--- config.mk ---
export PLATFORM = sky130hd
export DESIGN_NAME = lcsd_top
export DESIGN_NICKNAME = d
export VERILOG_FILES = /design/src/core/lcsd_pkg.sv /design/src/core/lcsd_ps_if.sv /design/src/core/lcsd_top.sv /design/src/core/lcsd_post_scaler.sv
export SDC_FILE = /design/constraint.sdc
export NUM_CORES = 1
export LEC_CHECK = 0
export ABC_CLOCK_PERIOD_IN_PS = 3390
export BUFFER_PORTS_ARGS = -buffer_cell sky130_fd_sc_hd__buf_2
export CAP_MARGIN = 5
export CORE_MARGIN = 3
export CORE_UTILIZATION = 52
export CTS_BUF_LIST = sky130_fd_sc_hd__clkbuf_16
export CTS_CLUSTER_DIAMETER = 150
export DETAILED_ROUTE_END_ITERATION = 8
export PLACE_DENSITY_LB_ADDON = 0.12
export SLEW_MARGIN = 20
export SYNTH_ARGS = -nofsm -noshare
export SYNTH_HDL_FRONTEND = slang
export SYNTH_SLANG_ARGS = --single-unit
--- constraint.sdc ---
create_clock -name pclk -period 3.39 [get_ports pclk]
set_input_delay 0.5085 -clock pclk [delete_from_list [all_inputs] [get_ports pclk]]
set_output_delay 0.5085 -clock pclk [all_outputs]
set_load 0.1 [all_outputs]
--- src/core/lcsd_pkg.sv ---
// Behaviour
// - Select bits 7-3 pick one source for all eight differential outputs; zero means PLL 1.
// - Differential codes 1 to 16 pick receive clocks 0 to 15 of the low-rate lines.
// - Codes 17 to 20 pick level-3 receive clocks 0 to 3; 21 is external.
// - Select bit 2 picks the level-3 group clock; zero means PLL-derived clock.
// - Select bit 1 picks clock for low-rate lines 8 to 15; zero means PLL-derived.
// - Select bit 0 picks clock for low-rate lines 0 to 7; zero means PLL-derived.
// - Driver enable bit 3 drives channels 6 and 7, bit 2 channels 4 and 5.
// - Bit 1 drives channels 2 and 3, bit 0 channels 0 and 1; bits 7-4 unused.
// - Each edge bit set makes its channel receive on the rising clock edge.
// - A 16-bit post-scale value divides PLL 0 for high low-rate lines.
// - A second 16-bit post-scale value divides PLL 1 for the differential channels.
// - Each divided PLL clock is halved again for an even duty cycle.
package lcsd_pkg;

   // ****************************************
   // Register indices and byte addresses
   // ****************************************
   localparam logic [7:0] IDX_SEL = 8'h21;
   localparam logic [7:0] IDX_DRV = 8'h22;
   localparam logic [7:0] IDX_EDGE = 8'h23;
   localparam logic [7:0] IDX_DIV0 = 8'h24;
   localparam logic [7:0] IDX_DIV1 = 8'h26;
   localparam logic [7:0] ADDR_SEL = {IDX_SEL[5:0], 2'h0};
   localparam logic [7:0] ADDR_DRV = {IDX_DRV[5:0], 2'h0};
   localparam logic [7:0] ADDR_EDGE = {IDX_EDGE[5:0], 2'h0};
   localparam logic [7:0] ADDR_DIV0 = {IDX_DIV0[5:0], 2'h0};
   localparam logic [7:0] ADDR_DIV1 = {IDX_DIV1[5:0], 2'h0};

   // ****************************************
   // Field positions, codes and reset values
   // ****************************************
   localparam int SEL_DIFF_MSB = 7;
   localparam int SEL_DIFF_LSB = 3;
   localparam int SEL_E3_BIT = 2;
   localparam int SEL_E1HI_BIT = 1;
   localparam int SEL_E1LO_BIT = 0;
   localparam logic [4:0] CODE_PLL1 = 5'h00;
   localparam logic [4:0] CODE_E1_FIRST = 5'h01;
   localparam logic [4:0] CODE_E3_FIRST = 5'h11;
   localparam logic [4:0] CODE_EXT = 5'h15;
   localparam logic [7:0] RST_SEL = 8'h00;
   localparam logic [3:0] RST_DRV = 4'h0;
   localparam logic [7:0] RST_EDGE = 8'h00;
   localparam logic [15:0] RST_DIV = 16'h0000;
   localparam logic [15:0] DIV_UNITY = 16'h0001;

   // ****************************************
   // State types
   // ****************************************
   typedef enum logic {LCSD_FOLLOW, LCSD_PARK} lcsd_mux_e;

   typedef struct packed {
      lcsd_mux_e mode;
      logic [4:0] cur;
      logic out;
   } lcsd_mux_s;

   typedef struct packed {
      logic [7:0] sel;
      logic [3:0] drv;
      logic [7:0] edge_sel;
      logic [15:0] div0;
      logic [15:0] div1;
      logic [31:0] rdata;
      lcsd_mux_s dm;
      lcsd_mux_s e3m;
      lcsd_mux_s hm;
      lcsd_mux_s lm;
   } lcsd_state_s;

   typedef struct packed {
      logic prev;
      logic [15:0] cnt;
      logic out;
   } lcsd_ps_s;

endpackage

--- src/core/lcsd_ps_if.sv ---
`timescale 1ns/1ps
`default_nettype none

// ****************************************
// Post-scaler link: source level, divider value, divided clock
// ****************************************
interface lcsd_ps_if;
   logic src;
   logic [15:0] div;
   logic out;
   modport scaler (input src, input div, output out);
   modport owner (output src, output div, input out);
endinterface

`default_nettype wire

--- src/core/lcsd_top.sv ---
`timescale 1ns/1ps
`default_nettype none

// ****************************************
// Line clock select and divider
// ****************************************
module lcsd_top
   import lcsd_pkg::*;
(
   // APB clock and reset
   input wire logic pclk,
   input wire logic presetn,
   // APB request
   input wire logic psel,
   input wire logic penable,
   input wire logic pwrite,
   input wire logic [7:0] paddr,
   input wire logic [31:0] pwdata,
   // APB answer
   output logic [31:0] prdata,
   output logic pready,
   output logic pslverr,
   // PLL clocks, sampled as levels
   input wire logic pll0_clk,
   input wire logic pll1_clk,
   input wire logic pll2_clk,
   input wire logic pll3_clk,
   // Line receive and external clocks
   input wire logic [15:0] e1_rx_clk,
   input wire logic [3:0] e3_rx_clk,
   input wire logic ext_clk,
   // Differential channels
   output logic [7:0] diff_out_clock_source_out,
   output logic [7:0] diff_drv_oe,
   output logic [7:0] rx_rise_edge,
   // Interface group clocks
   output logic e3_group_clk,
   output logic e1_hi_group_clk,
   output logic e1_lo_group_clk
);

   // ****************************************
   // Declarations
   // ****************************************
   lcsd_state_s s_r;
   lcsd_state_s s_nxt;
   logic [1:0] ps_src;
   logic [15:0] ps_div [2];
   logic [1:0] ps_out;
   logic [31:0] dsrc;
   logic [31:0] e3src;
   logic [31:0] hisrc;
   logic [31:0] losrc;
   logic access;
   logic wr_en;

   // ****************************************
   // Functions
   // ****************************************

   // Address decode, used by write and error paths
   function automatic logic addr_hit(input logic [7:0] a);
      case (a)
         ADDR_SEL, ADDR_DRV, ADDR_EDGE, ADDR_DIV0, ADDR_DIV1: addr_hit = 1'b1;
         default: addr_hit = 1'b0;
      endcase
   endfunction

   // Read data for one register; unused bits read zero
   function automatic logic [31:0] rd_word(input lcsd_state_s s, input logic [7:0] a);
      case (a)
         ADDR_SEL: rd_word = {24'h000000, s.sel};
         ADDR_DRV: rd_word = {28'h0000000, s.drv};
         ADDR_EDGE: rd_word = {24'h000000, s.edge_sel};
         ADDR_DIV0: rd_word = {16'h0000, s.div0};
         ADDR_DIV1: rd_word = {16'h0000, s.div1};
         default: rd_word = 32'h00000000;
      endcase
   endfunction

   // Glitch-free source switch: leave the old source only while it is
   // low, park low, and join the new source only while it is low
   function automatic lcsd_mux_s mux_step(input lcsd_mux_s m, input logic [31:0] src,
                                         input logic [4:0] req);
      lcsd_mux_s n;
      n = m;
      case (m.mode)
         LCSD_FOLLOW: begin
            n.out = src[m.cur];
            if (req != m.cur && !src[m.cur]) begin
               n.mode = LCSD_PARK;
               n.out = 1'b0;
            end
         end
         LCSD_PARK: begin
            n.out = 1'b0;
            if (!src[req]) begin
               n.cur = req;
               n.mode = LCSD_FOLLOW;
            end
         end
         default: begin
            n.mode = LCSD_FOLLOW;
            n.out = 1'b0;
         end
      endcase
      return n;
   endfunction

   // ****************************************
   // Post-scalers for PLL 0 and PLL 1
   // ****************************************
   assign ps_src[0] = pll0_clk;
   assign ps_src[1] = pll1_clk;
   assign ps_div[0] = s_r.div0;
   assign ps_div[1] = s_r.div1;

   // One scaler per divided PLL
   generate
      for (genvar g = 0; g < 2; g++) begin : g_ps
         lcsd_ps_if ps_bus ();
         assign ps_bus.src = ps_src[g];
         assign ps_bus.div = ps_div[g];
         assign ps_out[g] = ps_bus.out;
         lcsd_post_scaler u_ps (
            .pclk(pclk),
            .presetn(presetn),
            .bus(ps_bus.scaler)
         );
      end
   endgenerate

   // ****************************************
   // Source tables
   // ****************************************

   // Differential source by code; undefined codes stay low
   assign dsrc = {10'h000, ext_clk, e3_rx_clk, e1_rx_clk, ps_out[1]};

   // Group sources: code 0 the PLL clock, code 1 the external clock
   assign e3src = {30'h00000000, ext_clk, pll2_clk};
   assign hisrc = {30'h00000000, ext_clk, ps_out[0]};
   assign losrc = {30'h00000000, ext_clk, pll3_clk};

   // ****************************************
   // Register file and clock muxes
   // ****************************************
   assign access = psel && penable;
   assign wr_en = access && pwrite && addr_hit(paddr);

   // Next state
   always_comb begin
      s_nxt = s_r;
      // Setup cycle fetches read data for the access phase
      if (psel && !penable) begin
         s_nxt.rdata = rd_word(s_r, paddr);
      end
      // Writes land at the end of the access phase
      if (wr_en) begin
         case (paddr)
            ADDR_SEL: s_nxt.sel = pwdata[7:0];
            ADDR_DRV: s_nxt.drv = pwdata[3:0];
            ADDR_EDGE: s_nxt.edge_sel = pwdata[7:0];
            ADDR_DIV0: s_nxt.div0 = pwdata[15:0];
            ADDR_DIV1: s_nxt.div1 = pwdata[15:0];
            default: s_nxt.rdata = s_r.rdata;
         endcase
      end
      // Clock selection
      s_nxt.dm = mux_step(s_r.dm, dsrc, s_r.sel[SEL_DIFF_MSB:SEL_DIFF_LSB]);
      s_nxt.e3m = mux_step(s_r.e3m, e3src, {4'h0, s_r.sel[SEL_E3_BIT]});
      s_nxt.hm = mux_step(s_r.hm, hisrc, {4'h0, s_r.sel[SEL_E1HI_BIT]});
      s_nxt.lm = mux_step(s_r.lm, losrc, {4'h0, s_r.sel[SEL_E1LO_BIT]});
   end

   // State register
   always_ff @(posedge pclk or negedge presetn) begin
      if (!presetn) begin
         s_r <= '0;
         s_r.sel <= RST_SEL;
         s_r.drv <= RST_DRV;
         s_r.edge_sel <= RST_EDGE;
         s_r.div0 <= RST_DIV;
         s_r.div1 <= RST_DIV;
      end else begin
         s_r <= s_nxt;
      end
   end

   // ****************************************
   // Outputs
   // ****************************************

   // APB answer: no wait states, error on unmapped address
   assign pready = 1'b1;
   assign pslverr = access && !addr_hit(paddr);
   assign prdata = s_r.rdata;

   // One shared transmit clock for all differential channels
   assign diff_out_clock_source_out = {8{s_r.dm.out}};
   assign rx_rise_edge = s_r.edge_sel;
   assign e3_group_clk = s_r.e3m.out;
   assign e1_hi_group_clk = s_r.hm.out;
   assign e1_lo_group_clk = s_r.lm.out;

   // Each enable bit drives one channel pair
   generate
      for (genvar p = 0; p < 4; p++) begin : g_drv
         assign diff_drv_oe[2*p+1:2*p] = {2{s_r.drv[p]}};
      end
   endgenerate

   // Delayed inputs for the checks
   logic [15:0] e1_q;
   logic [3:0] e3_q;
   logic ext_q;
   always_ff @(posedge pclk) begin
      e1_q <= e1_rx_clk;
      e3_q <= e3_rx_clk;
      ext_q <= ext_clk;
   end
endmodule

`default_nettype wire

--- src/core/lcsd_post_scaler.sv ---
`timescale 1ns/1ps
`default_nettype none

// ****************************************
// Post-scale divider with final divide-by-two
// ****************************************
module lcsd_post_scaler
   import lcsd_pkg::*;
(
   // Clock and reset
   input wire logic pclk,
   input wire logic presetn,
   // Source and divided clock
   lcsd_ps_if.scaler bus
);

   lcsd_ps_s s_r;
   lcsd_ps_s s_nxt;
   logic rise;
   logic [15:0] lim;
   logic wrap;

   // Divider value 0 or 1 means no division
   assign lim = (bus.div <= DIV_UNITY) ? DIV_UNITY : bus.div;
   assign rise = bus.src && !s_r.prev;
   assign wrap = ({1'b0, s_r.cnt} + 17'h00001) >= {1'b0, lim};

   // Count source rising edges, toggle the output every lim of them
   always_comb begin
      s_nxt = s_r;
      s_nxt.prev = bus.src;
      if (rise) begin
         if (wrap) begin
            s_nxt.cnt = 16'h0000;
            s_nxt.out = !s_r.out;
         end else begin
            s_nxt.cnt = 16'(s_r.cnt + 16'h0001);
         end
      end
   end

   // State register
   always_ff @(posedge pclk or negedge presetn) begin
      if (!presetn) begin
         s_r <= '0;
      end else begin
         s_r <= s_nxt;
      end
   end

   assign bus.out = s_r.out;
endmodule

`default_nettype wire

Word level (Yosys, flattened, before mapping)
Cells that the tools add are included.
{"block": "classes", "add_sub_neg": 4, "order_cmp": 12, "n_eq_ne": 10, "mux": 45, "bitwise": 8, "n_reduce_logical": 33}
{"op": "$mux 32", "n": 3}
{"op": "$pmux 16 s5", "n": 1}
{"op": "$mux 16", "n": 4}
{"op": "$eq 8x8->1 const B", "n": 5}
{"op": "$lt 1x6->1 const B", "n": 6}
{"op": "$add 16x1->17 const B", "n": 2}
{"op": "$ge 17x16->1", "n": 2}
{"op": "$add 16x1->16 const B", "n": 2}
{"op": "$le 16x1->1 const B", "n": 2}
{"op": "$mux 6", "n": 4}
{"op": "$mux 1", "n": 23}
{"op": "$reduce_and 2->1", "n": 11}
{"op": "$pmux 1 s2", "n": 8}
{"op": "$lt 5x6->1 const B", "n": 2}
{"op": "$logic_and 1x1->1", "n": 11}
{"op": "$bmux 1 s5", "n": 2}
{"op": "$logic_not 1->1", "n": 10}
{"op": "$not 1->1", "n": 8}
{"op": "$ne 5x5->1", "n": 1}
{"op": "$reduce_or 5->1", "n": 1}
{"op": "$ne 1x1->1", "n": 3}
{"op": "$ne 2x2->1 const B", "n": 1}
{"block": "totals", "reg_bits": 136, "input_bits": 70, "out_inout_bits": 61, "elab_cells": 136}

Depth between registers and ports, before layout
Gate-level depths: netlist of the first run.
{"block": "depth", "word_depth": 6, "mapped_depth": 15, "ltp_nobuf": 13}

Hierarchy
Synthesis of the first run repeated with hierarchy kept, for this count alone.
{"block": "unflattened", "hier_cells": 761, "area_unflattened_um2": 7646.1}
{"module": "lcsd_top", "n_inst": 1, "cells_per_inst": 400, "area_each_um2": 4568.1}
{"module": "lcsd_post_scaler at g_ps[0].u_ps", "n_inst": 1, "cells_per_inst": 182, "area_each_um2": 1547.7}
{"module": "lcsd_post_scaler at g_ps[1].u_ps", "n_inst": 1, "cells_per_inst": 179, "area_each_um2": 1530.2}

Worst setup path after synthesis of the first run
OpenSTA, ideal clock, no wires.
{"block": "synth_path", "path_kind": "reg-to-reg", "start": "reg g_ps[1].u_ps.s_r[3] (netlist bit)", "end": "reg g_ps[1].u_ps.s_r[1] (netlist bit)", "setup_ps": 65, "arrival_time_ps": 3295, "path_slack_ps": 30, "path_stages_with_launch": 16, "path_buffers": 3, "cell_sequence": "dfrtp_1 buf_4 and3_1 nand3_2 or2_1 clkbuf_2 or3_4 xnor2_1 ha_1 nand3_1 nor3_1 a221o_1 or3b_1 nor2_1 buf_2 mux2_2"}
{"block": "synth_between", "elab_chain_len": 3}
{"element": "start: declaration", "line_no": "lcsd_post_scaler.sv:17", "text": "lcsd_ps_s s_r;"}
{"element": "start signal: assignment", "line_no": "lcsd_post_scaler.sv:47", "text": "s_r <= s_nxt;"}
{"element": "$add 16x1->17", "line_no": "lcsd_post_scaler.sv:26", "text": "assign wrap = ({1'b0, s_r.cnt} + 17'h00001) >= {1'b0, lim};"}
{"element": "$ge 17x16->1", "line_no": "lcsd_post_scaler.sv:26"}
{"element": "$mux 16", "line_no": "lcsd_post_scaler.sv:33", "text": "if (wrap) begin"}
No other way between the ends.
A chain may end at the register's enable or synchronous reset.

Worst setup path in the final report of the first run
{"block": "layout_path", "start": "reg g_ps[1].u_ps.s_r[8] (netlist bit)", "end": "reg g_ps[1].u_ps.s_r[7] (netlist bit)"}
The elaborated chain is that of the path after synthesis.

==> out/qor.yml, run 1 <==
cts_root_buffer: "clkbuf_16"
multi_input_area_um2: 3900
grt_start_max_net_pins: 54
max_freq_ghz: 0.307
core_um2: 14000
dp_slack_ns: 0.103
finalHoldWorstSlack_ns: 0.145
finalWirelength_mm: 18.0
drcViolationCount: 0
arrival_ns: 3.61
path_class: "reg -> reg"
drt_iter0_markers: 398
synth_cell_types: 64
synth-seq-cells: 120
num_io_pins: 131
yosysMostFrequentCell: "dfrtp_1"
tightest_slew_ns: 0.897
async_reset_ff_share_pct: 100
avgSynthCellArea_um2: 10.0
reg2reg_depth: 12
drive_gt1_share_pct: 30.3
setup_ws_ns: 0.136
yosys-top-cells-area: "dfrtp_1, buf_4, ha_1"
grt_overflow: 0
finalNonFillerCells: 1026
clock_sinks: 120
ctsHoldBuffers: 0
crit_fanout: 11
synth_warnings: 0
netlist.area_leader.share_pct: 40.0
cts_buffers: 17
timing.slew.headroom_pct: 40.1
clock_path_buffers: 2
start_util_pct: 53.7
yosys-top-cells-count: "dfrtp_1, nor2_1, buf_4, nand2_1, inv_1"
grt_pass1_vias: 5917
rows: 43
grt.total_usage_pct: 22.5
vias_per_cell: 5.77
reg2reg_to: "g_ps[1].u_ps.s_r[7]$_DFFE_PN0P_"
clkSlewWorstSetupHoldPaths_ns: 0.05
finalCriticalPeriod_ns: 3.25
vdd_drop_max_mv: 0.375
setup_violations: 0
cp-start-kind: "register"
holdCritPathClass: "in -> async"
hold_viol_final: 0
first_pass_iters: 5
cts_tree: "yes"
maxSlewViolCount: 0
yosysTopAreaCell: "dfrtp_1"
syn_area_um2: 7510
fillers: 1160
status: "finished, final reports clean"
syn_to_final_growth_pct: 16.6
p_leak_uw: 0.00417
io_buffers: 97
cp-end-kind: "register"
wl_per_cell_um: 17.5
crit_required_ns: 3.74
ys_seq_area_share_pct: 40.0
synth_edf_count: 0
die_area_um2: 15900
r2r-start: "g_ps[1].u_ps.s_r[8]$_DFFE_PN0P_"
nets: 937
power.density_nw_per_um2: 603
insertion_delay_ns: 0.41
hpwlAfterDp_mm: 13.0
placedCellCount: 982
grt_antenna_before_repair: 0
seqCellArea_um2: 3010
ant_nets: 0
skew_ns: 0.00589
gp_congestion: 0.867
grt_pass1_wl_mm: 28.8
synthCells: 751
diodes: 0
die_h_um: 126
max_cap_violations: 0
die_w_um: 126
num_vias: 5917
h-tree-depth: 4
period_share_pct: 96.0
synth_flop_cell: "dfrtp_1"
r2r_slack_ns: 0.14
worst max-delay path by stage:
stage / from / to / cells past startpoint
2_1_floorplan: g_ps[1].u_ps.s_r[3]$_DFFE_PN0P_ / g_ps[1].u_ps.s_r[1]$_DFFE_PN0P_ / 15
3_3_place_gp: g_ps[1].u_ps.s_r[4]$_DFFE_PN0P_ / g_ps[1].u_ps.s_r[11]$_DFFE_PN0P_ / 13
3_5_place_dp: g_ps[1].u_ps.s_r[4]$_DFFE_PN0P_ / g_ps[1].u_ps.s_r[9]$_DFFE_PN0P_ / 13
4_1_cts: g_ps[1].u_ps.s_r[4]$_DFFE_PN0P_ / g_ps[1].u_ps.s_r[9]$_DFFE_PN0P_ / 13
5_1_grt: g_ps[1].u_ps.s_r[8]$_DFFE_PN0P_ / g_ps[1].u_ps.s_r[8]$_DFFE_PN0P_ / 12
6_report: g_ps[1].u_ps.s_r[8]$_DFFE_PN0P_ / g_ps[1].u_ps.s_r[7]$_DFFE_PN0P_ / 12
where the power goes:
group / total [uW] / switching (uW) / internal [uW]
Clock: 2010 / 643 / 1370
Combinational: 1600 / 1060 / 536
Sequential: 1670 / 125 / 1550
logic make-up after synthesis:
family | after synthesis | synth area share, %
simple gates | 212 | 14.0
buf+inv | 132 | 10.0
other cells | 2 | 0.100
xor+xnor | 35 | 4.08
fa+ha+maj | 34 | 5.66
flops | 120 | 40.0
mux | 81 | 13.7
compound gates | 135 | 12.4
area by class of cell:
type | instances | share of cell area, %
sequential | 120 | 34.3
clock buffer | 17 | 4.86
tap | 180 | 2.57
timing repair buffer | 139 | 9.29
multi-input combinational | 514 | 44.6
clock inverter | 15 | 2.66
inverter | 41 | 1.76
state kept, by name, summed over array words and instances (netlist names):
signal                     count
g_ps.u_ps.s_r                 34
g_ps.ps_bus.div               32
s_r                           20
prdata                        16
rx_rise_edge                   8
diff_drv_oe                    4
g_ps.u_ps.bus.out              2
diff_out_clock_source_out      1
e1_hi_group_clk                1
e1_lo_group_clk                1
e3_group_clk                   1
layer usage:
metal / vias to the layer above / wire length [um] / track usage, %
li1: 2765 / - / -
met1: 2984 / 7620 / 27.9
met2: 151 / 9360 / 39.2
met3: 17 / 739 / 4.50
met4: 0 / 271 / 7.57
met5: - / 0 / 0
worst max-delay path: stages, from the launching register on:
cell and delay (ns):
dfrtp_1 0.42, nand4_1 0.21, or2_1 0.33, or3_4 0.37, xnor2_2 0.14, ha_1 0.33
nand3_1 0.11, nor3_2 0.06, a221o_1 0.33, or3b_1 0.38, buf_4 0.19, o21ai_0 0.16
a22o_1 0.14
repair_timing:
item / CTS / global route
resized for setup: 0 / 24
setup buffers: 0 / 11
setup endpoints to repair: 0 / 32
per-stage QoR:
stage          TNS [ns]  instance area [um2]  total power, uW  util, %
6_report              0                 8760             5280     62.6
5_1_grt         -0.0272                 8760             5510     62.6
4_1_cts               0                 8580             5210     61.3
3_5_place_dp          0                 7920             3190     56.6
3_3_place_gp          0                 7920             3150     56.6
2_1_floorplan         0                 7570             2910        -
placed cells by master, fill, tap and decap left out, types with 22 or more instances in the layout:
master	count
ha_1	32
mux2_2	37
nand2_1	56
xnor2_1	22
buf_2	97
o21ai_0	35
a21oi_1	25
inv_1	42
dfrtp_1	118
buf_4	41
nor2_1	61
(Power assumes the default switching activity.)
==> inputs of run 2 (changes only) <==
--- a/config.mk
+++ b/config.mk
@@ -5,6 +5,7 @@
 export SDC_FILE = /design/constraint.sdc
 export NUM_CORES = 1
 export LEC_CHECK = 0
+export ABC_AREA = 1
 export ABC_CLOCK_PERIOD_IN_PS = 3390
 export BUFFER_PORTS_ARGS = -buffer_cell sky130_fd_sc_hd__buf_2
 export CAP_MARGIN = 5
==> run 2 against run 1 <==
  * Synthesized cell count is 37% higher
  * Clock power fell by 6%
  * Wire length increased by 5.4%
  * Die area rose by 3.2%
  * First-iteration DRC count up 40%
  * Synthesized area rose by 3.3%
  * Via count is 14% higher
  * Clock-buffer cell count did not move
  * Critical endpoint is now g_ps[0].u_ps.s_r[6]$_DFFE_PN0P_
  * Largest power group unchanged
  * Highest routed layer unchanged
==> out/qor.yml, run 2 <==
status: "finished, final reports clean"
ant_nets: 0
h-tree-depth: 4
pwr-share-comb_pct: 25.0
met1_usage_pct: 31.5
yosysTopAreaCell: "dfrtp_1"
cts_buffers: 17
grt-busiest-layer: "met2"
drt_iter0_markers: 558
start_util_pct: 53.2
final_cell_mix: "nand2_1, inv_1, dfrtp_1"
grt_pass1_vias: 6467
clkSlewWorstSetupHoldPaths_ns: 0.05
setup_violations: 0
switchingPower_uw: 1720
grt_overflow: 0
vias_per_cell: 5.25
grt_start_max_net_pins: 43
async_reset_ff_share_pct: 100
vdd_drop_max_mv: 0.342
power.density_nw_per_um2: 559
syn_to_final_growth_pct: 11.3
path_class: "reg -> reg"
synth-xor-area-share_pct: 2.71
p_leak_uw: 0.00461
finalWirelength_mm: 19.0
p_sw_share_pct: 35.7
cp-end-kind: "register"
tightest_slew_ns: 0.664
synth_edf_count: 0
io_buffers: 97
layout_commonest_cell: "nand2_1"
synth_compound_area_share_pct: 11.4
nets: 1191
first_pass_iters: 5
synthAdderAreaFrac_pct: 5.48
synth_warnings: 0
grt_antenna_before_repair: 0
p_int_uw: 3100
die_h_um: 128
period_share_pct: 86.1
top_register: "g_ps.u_ps.s_r"
yosys-top-cells-area: "dfrtp_1, nand2_1, inv_1"
critPathLaunch: "g_ps[0].u_ps.s_r[1]$_DFFE_PN0P_"
dp_slack_ns: 0.363
crit_required_ns: 3.72
largest_reg_flops: 34
use_met3_pct: 4.96
met2_usage_pct: 38.9
synth_flop_cell: "dfrtp_1"
grt.total_usage_pct: 23.9
final_area_um2: 8640
post_dp_cell_area_um2: 8030
yosysMostFrequentCell: "nand2_1"
clock_sinks: 120
synthSimpleGateAreaFrac_pct: 27.8
diodes: 0
netlist.area_leader.share_pct: 38.7
clock_path_buffers: 2
num_vias: 6735
drcViolationCount: 0
max_cap_violations: 0
cts_root_buffer: "clkbuf_16"
cts_tree: "yes"
rows: 44
timing.slew.headroom_pct: 55.6
finalHoldWorstSlack_ns: 0.0803
synthMuxAreaShare_pct: 0
ys_seq_area_share_pct: 38.7
syn_area_um2: 7760
yosys-top-cells-count: "nand2_1, inv_1, dfrtp_1, nand3_1, o21ai_0"
r2r-start: "g_ps[0].u_ps.s_r[1]$_DFFE_PN0P_"
drive_gt1_share_pct: 17.2
avgSynthCellArea_um2: 7.54
synth_top_family_by_area: "simple AND/OR/NAND/NOR gates"
arrival_ns: 3.25
die_area_um2: 16400
hpwlAfterDp_mm: 14.2
maxSlewViolCount: 0
skew_ns: 0.00779
holdCritPathClass: "in -> async"
synthCells: 1029
num_io_pins: 131
max_freq_ghz: 0.342
setup_ws_ns: 0.470
finalCriticalPeriod_ns: 2.92
grt_setup_unrepaired: "no"
gp_congestion: 0.858
fin_tns_setup_ns: 0
insertion_delay_ns: 0.42
top_regs: "g_ps.u_ps.s_r: 34 flops, g_ps.ps_bus.div: 32 flops, s_r: 20 flops"
synth_cell_types: 45
clock_power_share_pct: 38.9
cp-start-kind: "register"
wl_per_cell_um: 14.8
grt_pass1_wl_mm: 31.3
die_w_um: 128
crit_fanout: 16
utilization_pct: 59.2
core_um2: 14600
synth-seq-cells: 120
seq_power_share_pct: 36.1
hold_viol_final: 0
-- run 2: cell count changes in the layout (fill, tap and decap cells not counted), moves of 18 or more --
| cell | previous run | this run |
|---|---|---|
| a221oi_1 | 19 | 0 |
| buf_4 | 41 | 10 |
| nand2_1 | 56 | 288 |
| nand2_2 | 1 | 19 |
| mux2_2 | 37 | 0 |
| nand3_1 | 16 | 67 |
| inv_1 | 42 | 125 |
| o21ai_0 | 35 | 62 |
| o22ai_1 | 1 | 32 |
| xnor2_1 | 22 | 1 |
-- run 2: stage by stage --
step | std cells | total power (uW)
4_1_cts | 1283 | 4850
2_1_floorplan | 1044 | 2750
3_3_place_gp | 1252 | 2950
3_5_place_dp | 1252 | 2970
5_1_grt | 1283 | 5060
6_report | 1283 | 4830
-- run 2: worst paths after layout --
| kind | end | slack [ns] | cells after the start |
|---|---|---|---|
| max | g_ps[0].u_ps.s_r[6]$_DFFE_PN0P_ | 0.47 | 16 |
| min | diff_out_clock_source_out[0]$_DFF_PN0_ | 0.08 | 1 |
| max reg2reg | g_ps[0].u_ps.s_r[6]$_DFFE_PN0P_ | 0.47 | 16 |
| min reg2reg | e1_lo_group_clk$_DFF_PN0_ | 0.46 | 1 |
| max in group asynchronous | g_ps[0].u_ps.s_r[10]$_DFFE_PN0P_ | 2.53 | 2 |
| min in group pclk | g_ps[0].u_ps.s_r[17]$_DFF_PN0_ | 0.21 | 1 |
-- run 2: area by class of cell --
cell class | count | area [um2]
clock buffers | 17 | 425
clock inverters | 14 | 184
fillers | 1381 | 5950
inverters | 131 | 497
multi-input cells | 711 | 3740
flip-flops and latches | 120 | 3000
well taps | 184 | 230
repair buffers | 106 | 556
-- run 2: worst max-delay path: stages (launching register included) --
cell and delay [ns]:
dfrtp_1 0.44, ha_1 0.22, nand3_1 0.14, nor2_1 0.23
nand3_1 0.16, nor3_1 0.20, nand2_1 0.08, nand2_1 0.09
inv_1 0.05, ha_1 0.30, nand2_1 0.08, a21oi_1 0.04
nor2_1 0.08, a21oi_1 0.06, nor2_1 0.19, nand2_2 0.24
o21ai_0 0.23
-- run 2: repair_timing --
| action | CTS | global route |
|---|---|---|
| endpoints found under the hold margin | 0 | 0 |
| setup endpoints to repair | 0 | 15 |
| setup buffers | 0 | 0 |
| hold buffers | 0 | 0 |
| resized for setup | 0 | 1 |
-- run 2: power groups by stage --
stage	Sequential, uW	Clock [uW]	Combinational, uW
after global routing	1760	1960	1340
after CTS	1740	1900	1210
final	1740	1880	1210
after detailed placement	1760	0	1210
after floorplan	1810	0	939
after global placement	1760	0	1190
-- run 2: per-layer routing --
layer / part of all wire (%) / wire length (um)
met4: 2.5 / 480
met1: 46 / 8650
met3: 4.8 / 914
met5: 0 / 0
met2: 47 / 8910
-- run 2: kinds of logic (layout without fill, tap and decap cells) --
kind of cell,count (synthesis),count (layout)
and+or+nand+nor,485,485
buffers and inverters,213,268
AOI/OAI and AO/OA,151,151
DFF,120,120
adders and majority gates,34,34
xor gates and xnor gates,24,24
other,2,17
==> inputs of run 3 (changes only) <==
--- a/config.mk
+++ b/config.mk
@@ -6,11 +6,11 @@
 export NUM_CORES = 1
 export LEC_CHECK = 0
 export ABC_AREA = 1
-export ABC_CLOCK_PERIOD_IN_PS = 3390
+export ABC_CLOCK_PERIOD_IN_PS = 3200
 export BUFFER_PORTS_ARGS = -buffer_cell sky130_fd_sc_hd__buf_2
 export CAP_MARGIN = 5
 export CORE_MARGIN = 3
-export CORE_UTILIZATION = 52
+export CORE_UTILIZATION = 57
 export CTS_BUF_LIST = sky130_fd_sc_hd__clkbuf_16
 export CTS_CLUSTER_DIAMETER = 150
 export DETAILED_ROUTE_END_ITERATION = 8
==> constraint.sdc (replaced) <==
create_clock -name pclk -period 3.2 [get_ports pclk]
set_input_delay 0.48 -clock pclk [delete_from_list [all_inputs] [get_ports pclk]]
set_output_delay 0.48 -clock pclk [all_outputs]
set_load 0.1 [all_outputs]
==> run 3 against run 2 <==
  * Worst hold slack improved by 0.098 ns
  * Highest routed layer unchanged
  * Clock skew about the same
  * Worst setup slack got worse by 0.067 ns
  * Fmax up 4.4%
  * Sequential power rose by 6%
  * Die area decreased by 8.4%
  * Non-clock buffer count unchanged
  * Global-route usage rose by 1.6 points
  * Core utilization rose by 5.8 points
  * Register-to-register slack worse by 0.07 ns
==> out/qor.yml, run 3 (synthesis gave the netlist of run 2 again) <==
io_buffers: 97
arrival_ns: 3.13
vias_per_cell: 5.29
max_cap_violations: 0
pwr-share-comb_pct: 25.1
drcViolationCount: 0
final_cell_mix: "nand2_1, inv_1, dfrtp_1"
dp_slack_ns: 0.376
timing.slew.headroom_pct: 44.7
clock_sinks: 120
crit_fanout: 16
drt_iter0_markers: 541
gp_congestion: 0.930
h-tree-depth: 4
path_class: "reg -> reg"
crit_required_ns: 3.53
finalWirelength_mm: 18.7
fillers: 1209
power.density_nw_per_um2: 587
fin_tns_setup_ns: 0
grt_overflow: 0
grt_start_max_net_pins: 58
vdd_drop_max_mv: 0.406
grt.total_usage_pct: 25.5
ant_nets: 0
wl_per_cell_um: 14.6
top_register: "g_ps.u_ps.s_r"
cts_buffers: 17
switchingPower_uw: 1850
insertion_delay_ns: 0.42
diodes: 0
p_sw_share_pct: 36.4
critPathLaunch: "g_ps[0].u_ps.s_r[1]$_DFFE_PN0P_"
setup_ws_ns: 0.403
finalCriticalPeriod_ns: 2.80
drive_gt1_share_pct: 17.3
period_share_pct: 87.4
nets: 1191
cts_tree: "yes"
grt_antenna_before_repair: 0
status: "finished, final reports clean"
utilization_pct: 65.0
holdCritPathClass: "in -> reg"
final_area_um2: 8640
cp-start-kind: "register"
setup_violations: 0
num_io_pins: 131
grt_pass1_wl_mm: 30.6
start_util_pct: 58.4
syn_to_final_growth_pct: 11.4
hold_viol_final: 0
cp-end-kind: "register"
rows: 42
max_freq_ghz: 0.358
post_dp_cell_area_um2: 8020
max_stage_delay_ns: 0.42
hp-start: "pll0_clk"
skew_ns: 0.00779
maxSlewViolCount: 0
grt_pass1_vias: 6318
top_regs: "g_ps.u_ps.s_r: 34 flops, g_ps.ps_bus.div: 32 flops, s_r: 20 flops"
path_cells: "ha_1, nand3_1, nor2_1, nand3_1, nor3_1, nand2_1, nand2_1, inv_1, ha_1, nand2_1, a21oi_1, nor2_1, a21oi_1, nor2_1, nand2_1, buf_4, o21ai_0"
seq_power_share_pct: 36.3
die_area_um2: 15100
die_w_um: 123
clock_power_share_pct: 38.6
p_leak_uw: 0.00462
cp_common_cell: "nand2_1"
die_h_um: 123
clkSlewWorstSetupHoldPaths_ns: 0.06
tightest_slew_ns: 0.827
r2r-start: "g_ps[0].u_ps.s_r[1]$_DFFE_PN0P_"
largest_reg_flops: 34
grt_setup_unrepaired: "no"
core_um2: 13300
first_pass_iters: 5
p_int_uw: 3230
clock_path_buffers: 2
finalHoldWorstSlack_ns: 0.179
cts_root_buffer: "clkbuf_16"
layout_commonest_cell: "nand2_1"
hpwlAfterDp_mm: 13.6
cp_slowest_cell: "dfrtp_1"
num_vias: 6754
## run 3: cell types whose count changed in the layout (fill, tap and decap cells not counted), moves of 2 or more
cell / change
clkinvlp_4: -2
clkinv_4: +4
nand2_2: -2
buf_4: -2
## run 3: power by group through the flow
stage / registers [uW] / logic, uW / clock network, uW
3_3_place_gp: 1860 / 1260 / 0
3_5_place_dp: 1870 / 1280 / 0
6_report: 1840 / 1270 / 1960
2_1_floorplan: 1910 / 995 / 0
4_1_cts: 1840 / 1280 / 1970
5_1_grt: 1870 / 1420 / 2040
## run 3: path summary, 6_finish.rpt
path	endpoint	slack (ns)	cells after the start
max	g_ps[0].u_ps.s_r[12]$_DFFE_PN0P_	0.40	17
min	g_ps[0].u_ps.s_r[17]$_DFF_PN0_	0.18	1
max reg2reg	g_ps[0].u_ps.s_r[12]$_DFFE_PN0P_	0.40	17
min reg2reg	e3_group_clk$_DFF_PN0_	0.46	1
max in group asynchronous	g_ps[1].ps_bus.div[6]$_DFFE_PN0P_	1.83	3
min in group asynchronous	g_ps[1].u_ps.s_r[8]$_DFFE_PN0P_	0.48	2
## run 3: area by class of cell
type,instances,area (um2),share of cell area [%]
Multi-Input combinational cell,711,3750,43.4
Inverter,131,497,5.75
Sequential cell,120,3000,34.7
Timing Repair Buffer,106,571,6.60
Clock buffer,17,425,4.92
Clock inverter,15,179,2.07
Tap cell,176,220,2.55
## run 3: timing repair
| action | 4_1_cts | 5_1_grt |
|---|---|---|
| setup endpoints to repair | 0 | 4 |
| hold endpoints to repair | 17 | 0 |
| hold buffers | 1 | 0 |
| setup buffers | 0 | 0 |
| gates resized for setup | 0 | 2 |
## run 3: layer usage
metal	share of wire (%)	GRT usage, %	wire [um]	vias to the layer above
li1	-	-	-	3389
met1	45	35.0	8370	3123
met2	49	41.6	9060	215
met3	5.1	5.25	942	27
met4	1.5	6.30	278	0
met5	0	0	0	-
## run 3: worst max-delay path, delay by kind of cell, from the launching register on
family | cells | cell delay [ns]
simple gates | 10 | 1.23
fa+ha+maj | 2 | 0.50
flops | 1 | 0.42
compound gates | 3 | 0.31
buf+inv | 2 | 0.24
## run 3: per-stage QoR
step	total power, uW	cells
floorplan	2910	1044
global placement	3130	1243
detailed placement	3150	1243
CTS	5090	1276
global route	5330	1276
finish	5080	1276
